### config.mk
export PLATFORM = sky130hd
export DESIGN_NAME = dfo_top
export DESIGN_NICKNAME = d
export VERILOG_FILES = /design/src/rtl/dfo_pkg.sv /design/src/rtl/dfo_slew.sv /design/src/rtl/dfo_top.sv
export SDC_FILE = /design/constraint.sdc
export NUM_CORES = 1
export LEC_CHECK = 0
export BUFFER_PORTS_ARGS = -buffer_cell sky130_fd_sc_hd__buf_2
export CAP_MARGIN = 0
export CORE_ASPECT_RATIO = 1.2
export CORE_MARGIN = 3
export CORE_UTILIZATION = 50
export CTS_CLUSTER_DIAMETER = 80
export DETAILED_ROUTE_END_ITERATION = 10
export PLACE_DENSITY = 0.77
export REMOVE_ABC_BUFFERS = 1
export SLEW_MARGIN = 15
export SYNTH_ARGS = -nofsm -noshare
export SYNTH_HDL_FRONTEND = slang
export SYNTH_SLANG_ARGS = --single-unit
### constraint.sdc
create_clock -name SYS_CLK -period 7.8 [get_ports SYS_CLK]
set_input_delay 0.39 -clock SYS_CLK [delete_from_list [all_inputs] [get_ports SYS_CLK]]
set_output_delay 0.39 -clock SYS_CLK [all_outputs]
set_load 0.05 [all_outputs]
### src/rtl/dfo_pkg.sv
`default_nettype none
package dfo_pkg;
  // =====================================================================
  // register map (offsets are word indices on the plain port)
  localparam logic [3:0] DFO_ADDR_DELTA = 4'h0;
  localparam logic [3:0] DFO_ADDR_OFFSET = 4'h1;
  localparam logic [3:0] DFO_ADDR_CTRL = 4'h2;
  // =====================================================================
  // field layout
  localparam int DFO_VAL_W = 15;
  localparam int DFO_REG_W = 16;
  localparam int DFO_CTRL_OVR = 0;
  localparam int DFO_CTRL_FAST = 1;
  localparam int DFO_CTRL_MODE_LO = 2;
  localparam logic [1:0] DFO_MODE_FREERUN = 2'h3;
  localparam logic [15:0] DFO_DELTA_RST = 16'h0000;
  localparam logic [15:0] DFO_CTRL_RST = 16'h0000;
  // slew step per cycle of the slow path (filter / slope limiter stand-in)
  localparam logic [14:0] DFO_SLEW_STEP = 15'h0001;
  localparam logic [14:0] DFO_ZERO_VAL = 15'h0000;
  // =====================================================================
  // carrier
  typedef struct packed {
    logic ovr_en;
    logic fast_sel;
    logic [1:0] ref_mode;
  } dfo_ctrl_s;
  typedef enum logic [2:0] {
    DFO_ST_IDLE = 3'b001,
    DFO_ST_SLEW = 3'b010,
    DFO_ST_HOLD = 3'b100
  } dfo_state_e;
endpackage
`default_nettype wire

### src/rtl/dfo_slew.sv
`timescale 1ns/10ps
`default_nettype none
module dfo_slew (
  input wire logic SYS_CLK,
  input wire logic RST,
  input wire logic [14:0] target,
  input wire logic fast,
  output logic [14:0] present
);
  import dfo_pkg::*;
  // =====================================================================
  // signed slew toward target; fast jumps in one cycle
  logic signed [14:0] tgt_s;
  logic signed [14:0] cur_s;
  assign tgt_s = $signed(target);
  assign cur_s = $signed(present);
  always_ff @(posedge SYS_CLK or posedge RST) begin
    if (RST) begin
      present <= DFO_ZERO_VAL;
    end else if (fast || present == target) begin
      present <= target;
    end else if (tgt_s > cur_s) begin
      present <= present + DFO_SLEW_STEP;
    end else begin
      present <= present - DFO_SLEW_STEP;
    end
  end
endmodule
`default_nettype wire

### src/rtl/dfo_top.sv
// Summary of operation
// - with override on and freerun mode, delta field is the signed target deviation.
// - fast select applies target at once, else slews step by step.
// - delta ignored when override off or mode not freerun; target returns to zero.
// - offset status bits 14..0 report present signed deviation.
// - offset status bit 15 always reads zero.
// - in fast mode the status need not track a real filtered offset.
// - offset status is read-only; writes leave it unchanged.
`timescale 1ns/10ps
`default_nettype none
module dfo_top (
  input wire logic SYS_CLK,
  input wire logic RST,
  input wire logic [3:0] ADDR,
  input wire logic [15:0] WDATA,
  input wire logic WR,
  input wire logic RD,
  output logic [15:0] RDATA,
  output logic [14:0] PRESENT_OFFSET
);
  import dfo_pkg::*;

  // mode is the top field of the control word
  localparam int mode_w = $bits(dfo_ctrl_s) - DFO_CTRL_MODE_LO;

  // =====================================================================
  // bus decode
  // the host port runs on this clock, so strobes are used without a synchroniser
  logic wr_delta;
  logic wr_ctrl;
  logic wr_status;
  logic rd_delta;
  logic rd_status;
  logic rd_ctrl;
  assign wr_delta = WR && ADDR == DFO_ADDR_DELTA;
  assign wr_ctrl = WR && ADDR == DFO_ADDR_CTRL;
  assign wr_status = WR && ADDR == DFO_ADDR_OFFSET;
  assign rd_delta = RD && ADDR == DFO_ADDR_DELTA;
  assign rd_status = RD && ADDR == DFO_ADDR_OFFSET;
  assign rd_ctrl = RD && ADDR == DFO_ADDR_CTRL;

  // =====================================================================
  // software delta register
  logic [14:0] soft_delta_value_q;

  // reserved bit is never stored, so a stray host write cannot leak into the target
  always_ff @(posedge SYS_CLK or posedge RST) begin
    if (RST) begin
      soft_delta_value_q <= DFO_DELTA_RST[DFO_VAL_W-1:0];
    end else if (wr_delta) begin
      soft_delta_value_q <= WDATA[DFO_VAL_W-1:0];
    end
  end

  a_delta_write: assert property (@(posedge SYS_CLK) disable iff (RST)
    wr_delta |=> soft_delta_value_q == $past(WDATA[DFO_VAL_W-1:0]))
    else $error("delta write not stored");

  a_delta_keep: assert property (@(posedge SYS_CLK) disable iff (RST)
    !wr_delta |=> $stable(soft_delta_value_q))
    else $error("delta changed without a write");

  // =====================================================================
  // control bits
  dfo_ctrl_s ctrl_q;

  always_ff @(posedge SYS_CLK or posedge RST) begin
    if (RST) begin
      ctrl_q <= dfo_ctrl_s'(DFO_CTRL_RST[$bits(dfo_ctrl_s)-1:0]);
    end else if (wr_ctrl) begin
      ctrl_q.ovr_en <= WDATA[DFO_CTRL_OVR];
      ctrl_q.fast_sel <= WDATA[DFO_CTRL_FAST];
      ctrl_q.ref_mode <= WDATA[DFO_CTRL_MODE_LO +: mode_w];
    end
  end

  a_ctrl_write: assert property (@(posedge SYS_CLK) disable iff (RST)
    wr_ctrl |=> ctrl_q.ovr_en == $past(WDATA[DFO_CTRL_OVR])
      && ctrl_q.fast_sel == $past(WDATA[DFO_CTRL_FAST]))
    else $error("control write not stored");

  a_mode_write: assert property (@(posedge SYS_CLK) disable iff (RST)
    wr_ctrl |=> ctrl_q.ref_mode == $past(WDATA[DFO_CTRL_MODE_LO +: mode_w]))
    else $error("mode field not stored");

  a_ctrl_keep: assert property (@(posedge SYS_CLK) disable iff (RST)
    !wr_ctrl |=> $stable(ctrl_q))
    else $error("control changed without a write");

  a_status_ro: assert property (@(posedge SYS_CLK) disable iff (RST)
    wr_status |=> $stable(soft_delta_value_q) && $stable(ctrl_q))
    else $error("write to status changed state");

  // =====================================================================
  // target selection
  logic apply_soft;
  logic [14:0] target_d;
  logic [14:0] present_offset_value;

  assign apply_soft = ctrl_q.ovr_en && ctrl_q.ref_mode == DFO_MODE_FREERUN;
  // other modes belong to the loop proper; here they just settle to centre
  assign target_d = apply_soft ? soft_delta_value_q : DFO_ZERO_VAL;

  // =====================================================================
  // offset tracking
  // unit steps stand in for filter and slope limiter; settling time is not the real loop's
  dfo_slew u_slew (
    .SYS_CLK(SYS_CLK),
    .RST(RST),
    .target(target_d),
    .fast(ctrl_q.fast_sel),
    .present(present_offset_value)
  );

  a_fast_jump: assert property (@(posedge SYS_CLK) disable iff (RST)
    ctrl_q.fast_sel |=> present_offset_value == $past(target_d))
    else $error("fast mode did not jump to target");

  a_freerun_use: assert property (@(posedge SYS_CLK) disable iff (RST)
    (apply_soft && ctrl_q.fast_sel) |=> present_offset_value == $past(soft_delta_value_q))
    else $error("freerun override target not applied");

  a_ignore_delta: assert property (@(posedge SYS_CLK) disable iff (RST)
    (!apply_soft && ctrl_q.fast_sel) |=> present_offset_value == DFO_ZERO_VAL)
    else $error("delta used outside override freerun");

  a_ignore_slow: assert property (@(posedge SYS_CLK) disable iff (RST)
    (!apply_soft && present_offset_value == DFO_ZERO_VAL) |=> present_offset_value == DFO_ZERO_VAL)
    else $error("centre left outside override freerun");

  a_slow_step: assert property (@(posedge SYS_CLK) disable iff (RST)
    (!ctrl_q.fast_sel && present_offset_value != target_d) |=>
      present_offset_value != $past(present_offset_value))
    else $error("slow path stalled");

  a_slow_up: assert property (@(posedge SYS_CLK) disable iff (RST)
    (!ctrl_q.fast_sel && $signed(present_offset_value) < $signed(target_d)) |=>
      present_offset_value == $past(present_offset_value) + DFO_SLEW_STEP)
    else $error("slow path did not step up");

  a_slow_down: assert property (@(posedge SYS_CLK) disable iff (RST)
    (!ctrl_q.fast_sel && $signed(present_offset_value) > $signed(target_d)) |=>
      present_offset_value == $past(present_offset_value) - DFO_SLEW_STEP)
    else $error("slow path did not step down");

  a_settled_hold: assert property (@(posedge SYS_CLK) disable iff (RST)
    (present_offset_value == target_d) |=> present_offset_value == $past(target_d))
    else $error("settled offset moved");

  a_status_keep: assert property (@(posedge SYS_CLK) disable iff (RST)
    (wr_status && present_offset_value == target_d) |=>
      present_offset_value == $past(present_offset_value))
    else $error("status write moved the offset");

  // =====================================================================
  // tracking phase
  // watched by the checks only; the register map has no phase field, though the control word leaves bits 15..4 spare
  dfo_state_e phase_q;

  always_ff @(posedge SYS_CLK or posedge RST) begin
    if (RST) begin
      phase_q <= DFO_ST_IDLE;
    end else begin
      case (phase_q)
        DFO_ST_IDLE: begin
          if (ctrl_q.fast_sel) begin
            phase_q <= DFO_ST_HOLD;
          end else if (present_offset_value != target_d) begin
            phase_q <= DFO_ST_SLEW;
          end
        end
        DFO_ST_SLEW: begin
          if (ctrl_q.fast_sel) begin
            phase_q <= DFO_ST_HOLD;
          end else if (present_offset_value == target_d) begin
            phase_q <= DFO_ST_IDLE;
          end
        end
        DFO_ST_HOLD: begin
          if (!ctrl_q.fast_sel) begin
            phase_q <= DFO_ST_IDLE;
          end
        end
        default: begin
          phase_q <= DFO_ST_IDLE;
        end
      endcase
    end
  end

  a_hold_exact: assert property (@(posedge SYS_CLK) disable iff (RST)
    (phase_q == DFO_ST_HOLD) |-> present_offset_value == $past(target_d))
    else $error("fast hold left the target");

  // =====================================================================
  // status copy on the pin
  always_ff @(posedge SYS_CLK or posedge RST) begin
    if (RST) begin
      PRESENT_OFFSET <= DFO_ZERO_VAL;
    end else begin
      PRESENT_OFFSET <= present_offset_value;
    end
  end

  a_status_mirror: assert property (@(posedge SYS_CLK) disable iff (RST)
    1'b1 |=> PRESENT_OFFSET == $past(present_offset_value))
    else $error("offset pin does not follow status");

  // =====================================================================
  // read port; writes to the status offset are dropped
  // data stand for each cycle after one with RD high, zero otherwise, so a late sample cannot see stale data
  always_ff @(posedge SYS_CLK or posedge RST) begin
    if (RST) begin
      RDATA <= DFO_DELTA_RST;
    end else if (RD) begin
      case (ADDR)
        DFO_ADDR_DELTA: RDATA <= {1'b0, soft_delta_value_q};
        DFO_ADDR_OFFSET: RDATA <= {1'b0, present_offset_value};
        DFO_ADDR_CTRL: RDATA <= {{(DFO_REG_W - $bits(dfo_ctrl_s)){1'b0}},
          ctrl_q.ref_mode, ctrl_q.fast_sel, ctrl_q.ovr_en};
        default: RDATA <= DFO_DELTA_RST;
      endcase
    end else begin
      RDATA <= DFO_DELTA_RST;
    end
  end

  a_status_read: assert property (@(posedge SYS_CLK) disable iff (RST)
    rd_status |=> RDATA[DFO_VAL_W-1:0] == $past(present_offset_value))
    else $error("status read wrong value");

  a_bit15_zero: assert property (@(posedge SYS_CLK) disable iff (RST)
    $past(rd_status) |-> !RDATA[DFO_REG_W-1])
    else $error("status bit 15 set");

  a_delta_rsvd: assert property (@(posedge SYS_CLK) disable iff (RST)
    rd_delta |=> !RDATA[DFO_REG_W-1])
    else $error("delta bit 15 set");

  a_delta_read: assert property (@(posedge SYS_CLK) disable iff (RST)
    rd_delta |=> RDATA == {1'b0, $past(soft_delta_value_q)})
    else $error("delta read wrong value");

  a_ctrl_read: assert property (@(posedge SYS_CLK) disable iff (RST)
    rd_ctrl |=> RDATA[DFO_CTRL_OVR] == $past(ctrl_q.ovr_en)
      && RDATA[DFO_CTRL_FAST] == $past(ctrl_q.fast_sel))
    else $error("control read wrong value");

  a_rdata_idle: assert property (@(posedge SYS_CLK) disable iff (RST)
    !RD |=> RDATA == DFO_DELTA_RST)
    else $error("read data not cleared");
endmodule
`default_nettype wire

==> run metrics, run 1 <==
status=completed; post-synthesis cell count=roughly 330; Max-slew headroom=44.7%; worst flop-to-flop path startpoint=ctrl_q[1]; Worst R2R Path Depth=17; Die W=82.1 um; Placer Congestion=0.896; diode count=0; vias in the first global route=2,519; DP Wirelength=5120 um; Nets=approximately 440; num rows=32; largest net degree at the start of global routing=65; Total Wirelength=7260 um; IO Count=55; die height=97.3 um; Hold Path Origin=WDATA[10]; Routed Antenna Nets=0; Layout Skew=0.00872 ns; GR Overflow Total=0; root buffer cell=clkbuf_8; DRC=0; sequence of cells on the critical path=and3_1 > and2_1 > ha_1 > nand3_2 > nor4_2 > nand4b_1 > a211oi_1 > nor2_2 > inv_1 > fa_1 > nand2b_1 > a211oi_2 > o31ai_2 > nand2_1 > a311oi_1 > or3_1 > a31oi_1; hold depth=2; Layout area overhead=15.5%; max incr delay on CP=between 0.6 and 0.7 ns; post-synthesis sequential area ratio=46.1%; power per cell area=approximately 420 mW/mm2; gr busiest metal=met2; Pleak=1.98 nW; setup bufs post-CTS=0; DR pass1 iterations=5; first-pass GRT wire length=12,100 um; critical path capture point type=flip-flop; Sequential Area=0.00160 mm2; met3 usage=4.82%; Starting Density=roughly 53%; Critical Path Start=ctrl_q[1]; Total GRT Usage=19.9%; total of max-cap violations=0; f_max=0.213 GHz; via count=2,582; flops & latches, synth=64; Hold Vio Cnt, Final=0; Reg clk slew, reported paths=around 0.07 ns; Num CTS Buffers=9; post-synthesis cell area=0.00347 mm2; worst-skew pair later-pin latency=0.35 ns; post-cts resize count=0; R2R Path End=u_slew.present[14]; worst reg-to-reg setup slack=3.11 ns; TritonCTS clock tree=built; share of cells above drive strength 1=24.8%; measured slew at the worst slew-check pin=0.829 ns; Starting DRT DRC Count=126; Max Root-Sink Buffers=2; fin crit period=4.69 ns; RSZ-0062 raised after global routing=no; Critical path buffers and inverters=1; Yosys cell types=50; met1 GRT Util=25.8%; Pins Over Slew Limit=0; Worst Path Arrival=4.95 ns; # port buffers=52; final core utilization=61.1%; WHS Endpoint=soft_delta_value_q[10]; slowest CP cell=nor2_2; Synth Warn #=0; antenna violations before repair=0; core box area=0.00657 mm2; Post-Syn Area per Cell=10.6 um2; EDFF count, synth=0; Setup TNS Final=0 ns; CP max FO=16; area of the multi-input gates=0.00175 mm2; clk sinks=64; async set-reset flop share out of synthesis=100%; Crit Path Class=flip-flop to flip-flop; hold buffers post-CTS=0; H-tree depth=3; filler cell count=572; Worst VDD drop=~0.23 mV; startpoint types=flip-flop; die area=between 0.007 and 0.008 mm2; Hold Path Class=input pin to flip-flop; Final period util=60.1%; CP Data Required Time=8.06 ns; Worst path top cell family by delay=simple AND/OR/NAND/NOR gates; GRT met2 Usage=approximately a third; WL/cell=15.4 um; Finish-stage setup viols=0; ys flop type=dfrtp_1; via/cell ratio=5.47
==> stage by stage <==
stage / hold WS, ns / std cells / cell area [um2] / power (mW) / setup slack (ns)
CTS: 0.251 / 472 / 4010 / 1.69 / 2.83
detailed placement: 0.430 / 458 / 3810 / 1.40 / 2.87
global placement: 0.428 / 458 / 3810 / 1.37 / 2.97
global route: 0.254 / 472 / 4010 / 1.83 / 2.69
floorplan: 0.399 / 318 / 3420 / 1.21 / 3.70
finish: 0.261 / 472 / 4010 / 1.68 / 3.11
==> cells in the mapped netlist, types with 2 or more instances <==
cell type / n / share of area [%]
a211oi_1: 2 / 0.43
a21o_1: 5 / 1.1
a21oi_1: 13 / 1.9
a22oi_1: 11 / 2.4
a31oi_1: 2 / 0.36
and2_1: 15 / 2.7
and3_1: 2 / 0.36
clkbuf_1: 8 / 0.86
dfrtp_1: 64 / 46
ha_1: 33 / 12
inv_1: 21 / 2.3
mux2_1: 5 / 1.6
mux2_2: 14 / 4.5
mux2i_1: 4 / 1.2
nand2_1: 23 / 2.5
nand2b_1: 2 / 0.36
nand3_1: 4 / 0.58
nand3_2: 2 / 0.58
nand4_1: 3 / 0.54
nor2_1: 27 / 2.9
nor2b_1: 4 / 0.72
nor3_1: 5 / 0.72
nor4_1: 3 / 0.54
nor4_2: 2 / 0.72
o211ai_1: 3 / 0.65
o21a_1: 2 / 0.43
o21ai_0: 17 / 2.5
o21ai_1: 2 / 0.29
xnor2_1: 4 / 1.0
xor2_1: 7 / 1.8
==> power by group <==
| part | switching, mW | internal [mW] |
|---|---|---|
| Sequential | 0.0793 | 0.439 |
| Combinational | 0.550 | 0.336 |
| Clock | 0.118 | 0.161 |
| Total | 0.748 | 0.935 |
==> area by class of cell <==
type,instances,area share (%)
Sequential cell,64,39.9
Timing Repair Buffer,55,7.05
Clock inverter,3,1.06
Inverter,21,1.97
Clock buffer,11,3.78
Tap cell,85,2.65
Multi-Input combinational cell,233,43.6
==> registers in the layout, indices dropped and copies added (netlist names) <==
name and flops:
PRESENT_OFFSET 15, RDATA 15, soft_delta_value_q 15, u_slew.present 15, ctrl_q 4
==> worst max path at each step <==
stage / end / slack, ns / depth (start not counted)
2_1_floorplan: u_slew.present[14] / 3.70 / 17
3_3_place_gp: u_slew.present[14] / 2.97 / 17
3_5_place_dp: u_slew.present[14] / 2.87 / 17
4_1_cts: u_slew.present[14] / 2.83 / 17
5_1_grt: u_slew.present[14] / 2.69 / 16
6_report: u_slew.present[14] / 3.11 / 17
==> metal layers <==
| layer | routed length [um] | vias up |
|---|---|---|
| li1 | - | 1273 |
| met1 | 3220 | 1241 |
| met2 | 3550 | 57 |
| met4 | 132 | 0 |
| met5 | 0 | - |
| met3 | 362 | 11 |
==> logic make-up after synthesis <==
group | after synthesis | share of synthesized area (%)
mux | 23 | 7.32
compound gates | 67 | 12.9
xor+xnor | 11 | 2.77
simple gates | 97 | 14.5
buf+inv | 32 | 3.82
flops | 64 | 46.1
fa+ha+maj | 34 | 12.5
other cells | 1 | 0.108
==> placed cells by master, fill, tap and decap left out, types with 3 or more instances in the layout <==
master / netlist / layout
a21o_1: 5 / 5
a21oi_1: 13 / 13
a22oi_1: 11 / 11
and2_1: 15 / 15
buf_2: 1 / 52
buf_4: 1 / 3
clkbuf_8: 0 / 11
dfrtp_1: 64 / 64
ha_1: 33 / 33
inv_1: 21 / 20
mux2_1: 5 / 5
mux2_2: 14 / 14
mux2i_1: 4 / 4
nand2_1: 23 / 23
nand3_1: 4 / 4
nand4_1: 3 / 3
nor2_1: 27 / 26
nor2b_1: 4 / 4
nor3_1: 5 / 5
nor4_1: 3 / 3
o211ai_1: 3 / 3
o21ai_0: 17 / 17
xnor2_1: 4 / 4
xor2_1: 7 / 7
Note: power is estimated with default switching activity, not from simulation.
==> run 2, diff against run 1 <==
Clock period 7.8 ns to 4.6 ns, I/O delays scaled along.
==> run 2 against run 1 <==
Against the previous run:
- first-iteration DRC count up 4.0%
- worst hold slack worse by 0.16 ns
- register-to-register slack worse by 2.7 ns
- sequential power up 69%
- core utilization up 0.99 points
- total power up 77%
- critical path depth unchanged
- critical path type unchanged
- highest routed layer unchanged
- setup slack worse by 2.7 ns
==> run metrics, run 2 (synthesis gave the netlist of run 1 again) <==
via/cell ratio=~5.6; worst-skew pair later-pin latency=0.34 ns; Final Instance Count excl. Fillers=476; setup bufs post-CTS=0; Nets=444; Starting Density=52.9%; share of cells above drive strength 1=25.6%; num rows=32; DP Wirelength=5230 um; Placer Congestion=~0.92; IO Count=55; first-pass GRT wire length=12,600 um; die area=~0.008 mm2; Total GRT Usage=roughly a fifth; Hold Vio Cnt, Final=0; Pleak=~2.0 nW; Total Wirelength=7510 um; Sequential Area=0.00160 mm2; DR pass1 iterations=5; Crit Path Class=flip-flop to flip-flop; post-cts resize count=0; worst reg-to-reg setup slack=between 0.3 and 0.4 ns; diode count=0; # port buffers=52; Starting DRT DRC Count=131; Die W=82.1 um; Place WS=0.170 ns; CP max FO=16; Max Root-Sink Buffers=2; Layout area overhead=17.4%; die height=97.3 um; commonest non-fill, non-tap cell in the layout=dfrtp_1; Num CTS Buffers=9; Reg clk slew, reported paths=about 0.070 ns; via count=2,648; clk sinks=64; filler cell count=approximately 570; Routed Antenna Nets=0; fin crit period=4.21 ns; RSZ-0062 raised after global routing=no; CP Data Required Time=4.79 ns; measured slew at the worst slew-check pin=0.842 ns; Worst Path Arrival=around 4.4 ns; WL/cell=approximately 16 um; Finish-stage setup viols=0; Final period util=about nine tenths; f_max=about 0.24 GHz; commonest cells after routing, fill and taps aside=dfrtp_1 (64), buf_2 (52), ha_1 (33); core box area=0.00657 mm2; H-tree depth=3; Pins Over Slew Limit=0; critical path capture point type=flip-flop; Worst VDD drop=0.361 mV; antenna violations before repair=0; power per cell area=729 mW/mm2; Max-slew headroom=43.8%; root buffer cell=clkbuf_8; total of max-cap violations=0; worst flop-to-flop path startpoint=ctrl_q[1]; DRC=0; final setup margin=0.389 ns; Hold Path Class=input pin to async pin; Worst R2R Path Depth=17; area of the multi-input gates=0.00176 mm2; R2R Path End=u_slew.present[13]; status=completed; Setup TNS Final=0 ns; GR Overflow Total=0; TritonCTS clock tree=built; hold buffers post-CTS=0; largest net degree at the start of global routing=65; vias in the first global route=2,700; placed cells=between 400 and 500; Layout Skew=0.00790 ns; startpoint types=flip-flop
run 2: worst max-delay path by stage:
| stage | cells past startpoint | start | end |
|---|---|---|---|
| 3_5_place_dp | 17 | ctrl_q[1] | u_slew.present[14] |
| 2_1_floorplan | 17 | ctrl_q[1] | u_slew.present[14] |
| 4_1_cts | 17 | ctrl_q[1] | u_slew.present[13] |
| 6_report | 17 | ctrl_q[1] | u_slew.present[13] |
| 3_3_place_gp | 17 | ctrl_q[1] | u_slew.present[14] |
| 5_1_grt | 17 | ctrl_q[1] | u_slew.present[13] |
run 2: area by class of cell:
cell class | instances | area share (%)
clock buffers | 14 | 4.24
well taps | 85 | 2.61
clock inverters | 2 | 1.47
repair buffers | 57 | 7.31
inverters | 21 | 1.93
flip-flops and latches | 64 | 39.3
multi-input cells | 233 | 43.1
run 2: critical path, stage by stage (launching register included):
cell and delay [ns]:
dfrtp_1 0.39, and3_2 0.32, and2_1 0.21, ha_1 0.31, nand3_2 0.14, nor3_1 0.24
nor4_1 0.08, a211oi_2 0.35, nor2_4 0.11, buf_4 0.19, ha_1 0.30, a21oi_1 0.20
a21boi_0 0.11, o21ai_0 0.26, o211ai_1 0.22, a221oi_2 0.35, xor2_1 0.19, o21ai_1 0.07
run 2: through the flow:
stage | hold slack, ns | instance area [um2] | utilization (%) | power [mW]
final | 0.101 | 4080 | 62.1 | 2.97
after global routing | 0.0991 | 4080 | 62.1 | 3.19
after CTS | 0.0944 | 4060 | 61.9 | 2.97
after detailed placement | 0.428 | 3830 | 58.3 | 2.39
after global placement | 0.429 | 3830 | 58.3 | 2.33
after floorplan | 0.362 | 3420 | - | 2.05
run 2: layer usage:
layer,track usage [%],wire length [um],vias to the layer above
li1,-,-,1274
met1,25.5,3160,1281
met2,33.6,3820,78
met3,4.82,407,15
met4,7.16,136,0
met5,0,0,-
run 2: power by group:
group / leakage [nW] / switching [mW] / internal, mW
Sequential: 0.810 / 0.135 / 0.743
Combinational: 1.08 / 0.955 / 0.584
Clock: 0.117 / 0.204 / 0.350
==> run 3, diff against run 2 <==
Settings changed: CORE_UTILIZATION 50 to 40, PLACE_DENSITY 0.77 to 0.65, REMOVE_ABC_BUFFERS 1 to not set.
==> run 3 against run 2 <==
Against the previous run:
- largest power group unchanged
- wire length rose by 0.36%
- fmax rose by 0.18%
- sequential cell count did not move
- total power fell by 0.85%
- clock-buffer cell count fell by 3
- core utilization fell by 13 points
- largest cell class unchanged
==> run metrics, run 3 (synthesis gave the netlist of run 1 again) <==
Final Instance Count excl. Fillers=506; die height=108 um; via/cell ratio=5.04; Max-slew headroom=about 45%; Final period util=~90%; Tot Pwr=just under 3 mW; critical path capture point type=flip-flop; DP Wirelength=5540 um; worst-skew pair later-pin latency=0.34 ns; Total Wirelength=approximately 7500 um; max incr delay on CP=between 0.4 and 0.5 ns; power per cell area=720 mW/mm2; Placement Cell Area=0.00387 mm2; Met3 Wirelength=306 um; Pins Over Slew Limit=0; Num CTS Buffers=9; via count=2,550; antenna violations before repair=0; vias in the first global route=about 2.6k; Starting Density=between 40% and 50%; Starting DRT DRC Count=146; Setup TNS Final=0 ns; final instance area=0.00410 mm2; Max Root-Sink Buffers=2; CP Data Required Time=4.86 ns; M1 WL=3420 um; diode count=0; die area=about 0.0098 mm2; largest net degree at the start of global routing=65; Total GRT Usage=16.5%; measured slew at the worst slew-check pin=0.826 ns; Finish-stage setup viols=0; slowest CP cell=fa_1; filler cell count=roughly 820; IO Count=55; commonest cells after routing, fill and taps aside=dfrtp_1 (64), buf_2 (52), ha_1 (33); Layout area overhead=17.9%; CP max FO=16; setup bufs post-CTS=0; Worst VDD drop=0.288 mV; startpoint types=flip-flop; f_max=0.238 GHz; DRC=0; status=completed; fin crit period=~4.2 ns; sequence of cells on the critical path=and3_2 > and2_1 > ha_1 > nand3_2 > nor4_2 > nand4b_1 > a211oi_1 > nor2_1 > buf_4 > inv_1 > fa_1 > nand2b_1 > a211oi_2 > o31ai_2 > nand2_1 > a311oi_1 > or3_1 > a31oi_1; hold buffers post-CTS=0; post-cts resize count=0; clk sinks=64; Hold Path Class=input pin to async pin; Post-Syn Nets=387; num rows=36; Pleak=2.00 nW; Worst path top cell family by delay=simple AND/OR/NAND/NOR gates; Reg clk slew, reported paths=0.07 ns; total of max-cap violations=0; Crit Path Class=flip-flop to flip-flop; placed cells=490; RSZ-0062 raised after global routing=no; commonest non-fill, non-tap cell in the layout=dfrtp_1; Critical path buffers and inverters=2; first-pass GRT wire length=roughly 13,000 um; core box area=0.00829 mm2; Met2 Wirelength=3740 um; Worst Path Arrival=4.46 ns; share of cells above drive strength 1=25.5%; TritonCTS clock tree=built; hold slack=approximately 0.11 ns; root buffer cell=clkbuf_8; DR pass1 iterations=5; Routed Antenna Nets=0; # port buffers=52; H-tree depth=3; Nets=445; Top Metal Used=met4; Placer Congestion=around 0.87; Hold Vio Cnt, Final=0; Layout Skew=approximately 0.0055 ns; WL/cell=14.9 um; Die W=a little over 90 um; GR Overflow Total=0
[run 3: layer usage]
layer  vias to the layer above  track usage, %
met4                         0            5.93
met2                        54            28.4
met1                      1213            21.0
met5                         -               0
met3                        10            3.06
li1                       1273               -
[run 3: metrics by stage]
step           setup slack [ns]  util [%]
6_report                  0.396      49.4
5_1_grt                  0.0503      49.4
2_1_floorplan             0.414         -
4_1_cts                   0.297      49.4
3_3_place_gp              0.396      46.7
3_5_place_dp              0.326      46.7
[run 3: tightest hold or removal path, stage by stage]
cell and delay, ns:
buf_2 0.10, inv_2 0.03, buf_4 0.61
[run 3: power by group]
part / leakage, nW / switching (mW) / internal (mW)
combinational: 1.09 / 0.945 / 0.591
sequential: 0.810 / 0.138 / 0.743
clock: 0.106 / 0.211 / 0.319
total: 2.00 / 1.29 / 1.65
[run 3: final timing paths]
kind | slack, ns | depth (start not counted) | end | startpoint
min in group SYS_CLK | 0.11 | 2 | soft_delta_value_q[6] | WDATA[6]
min | 0.11 | 3 | RDATA[11] | RST
min reg2reg | 0.45 | 0 | PRESENT_OFFSET[1] | u_slew.present[1]
max in group asynchronous | 3.98 | 3 | u_slew.present[4] | RST
max | 0.40 | 18 | u_slew.present[14] | ctrl_q[1]
max reg2reg | 0.40 | 18 | u_slew.present[14] | ctrl_q[1]
[run 3: area by class of cell]
class / instances / area (um2) / share of cell area (%)
timing repair buffer: 58 / 305 / 7.45
tap: 114 / 143 / 3.48
inverter: 21 / 78.8 / 1.92
clock buffer: 11 / 141 / 3.45
clock inverter: 5 / 80.1 / 1.96
sequential: 64 / 1600 / 39.1
multi-input combinational: 233 / 1750 / 42.6
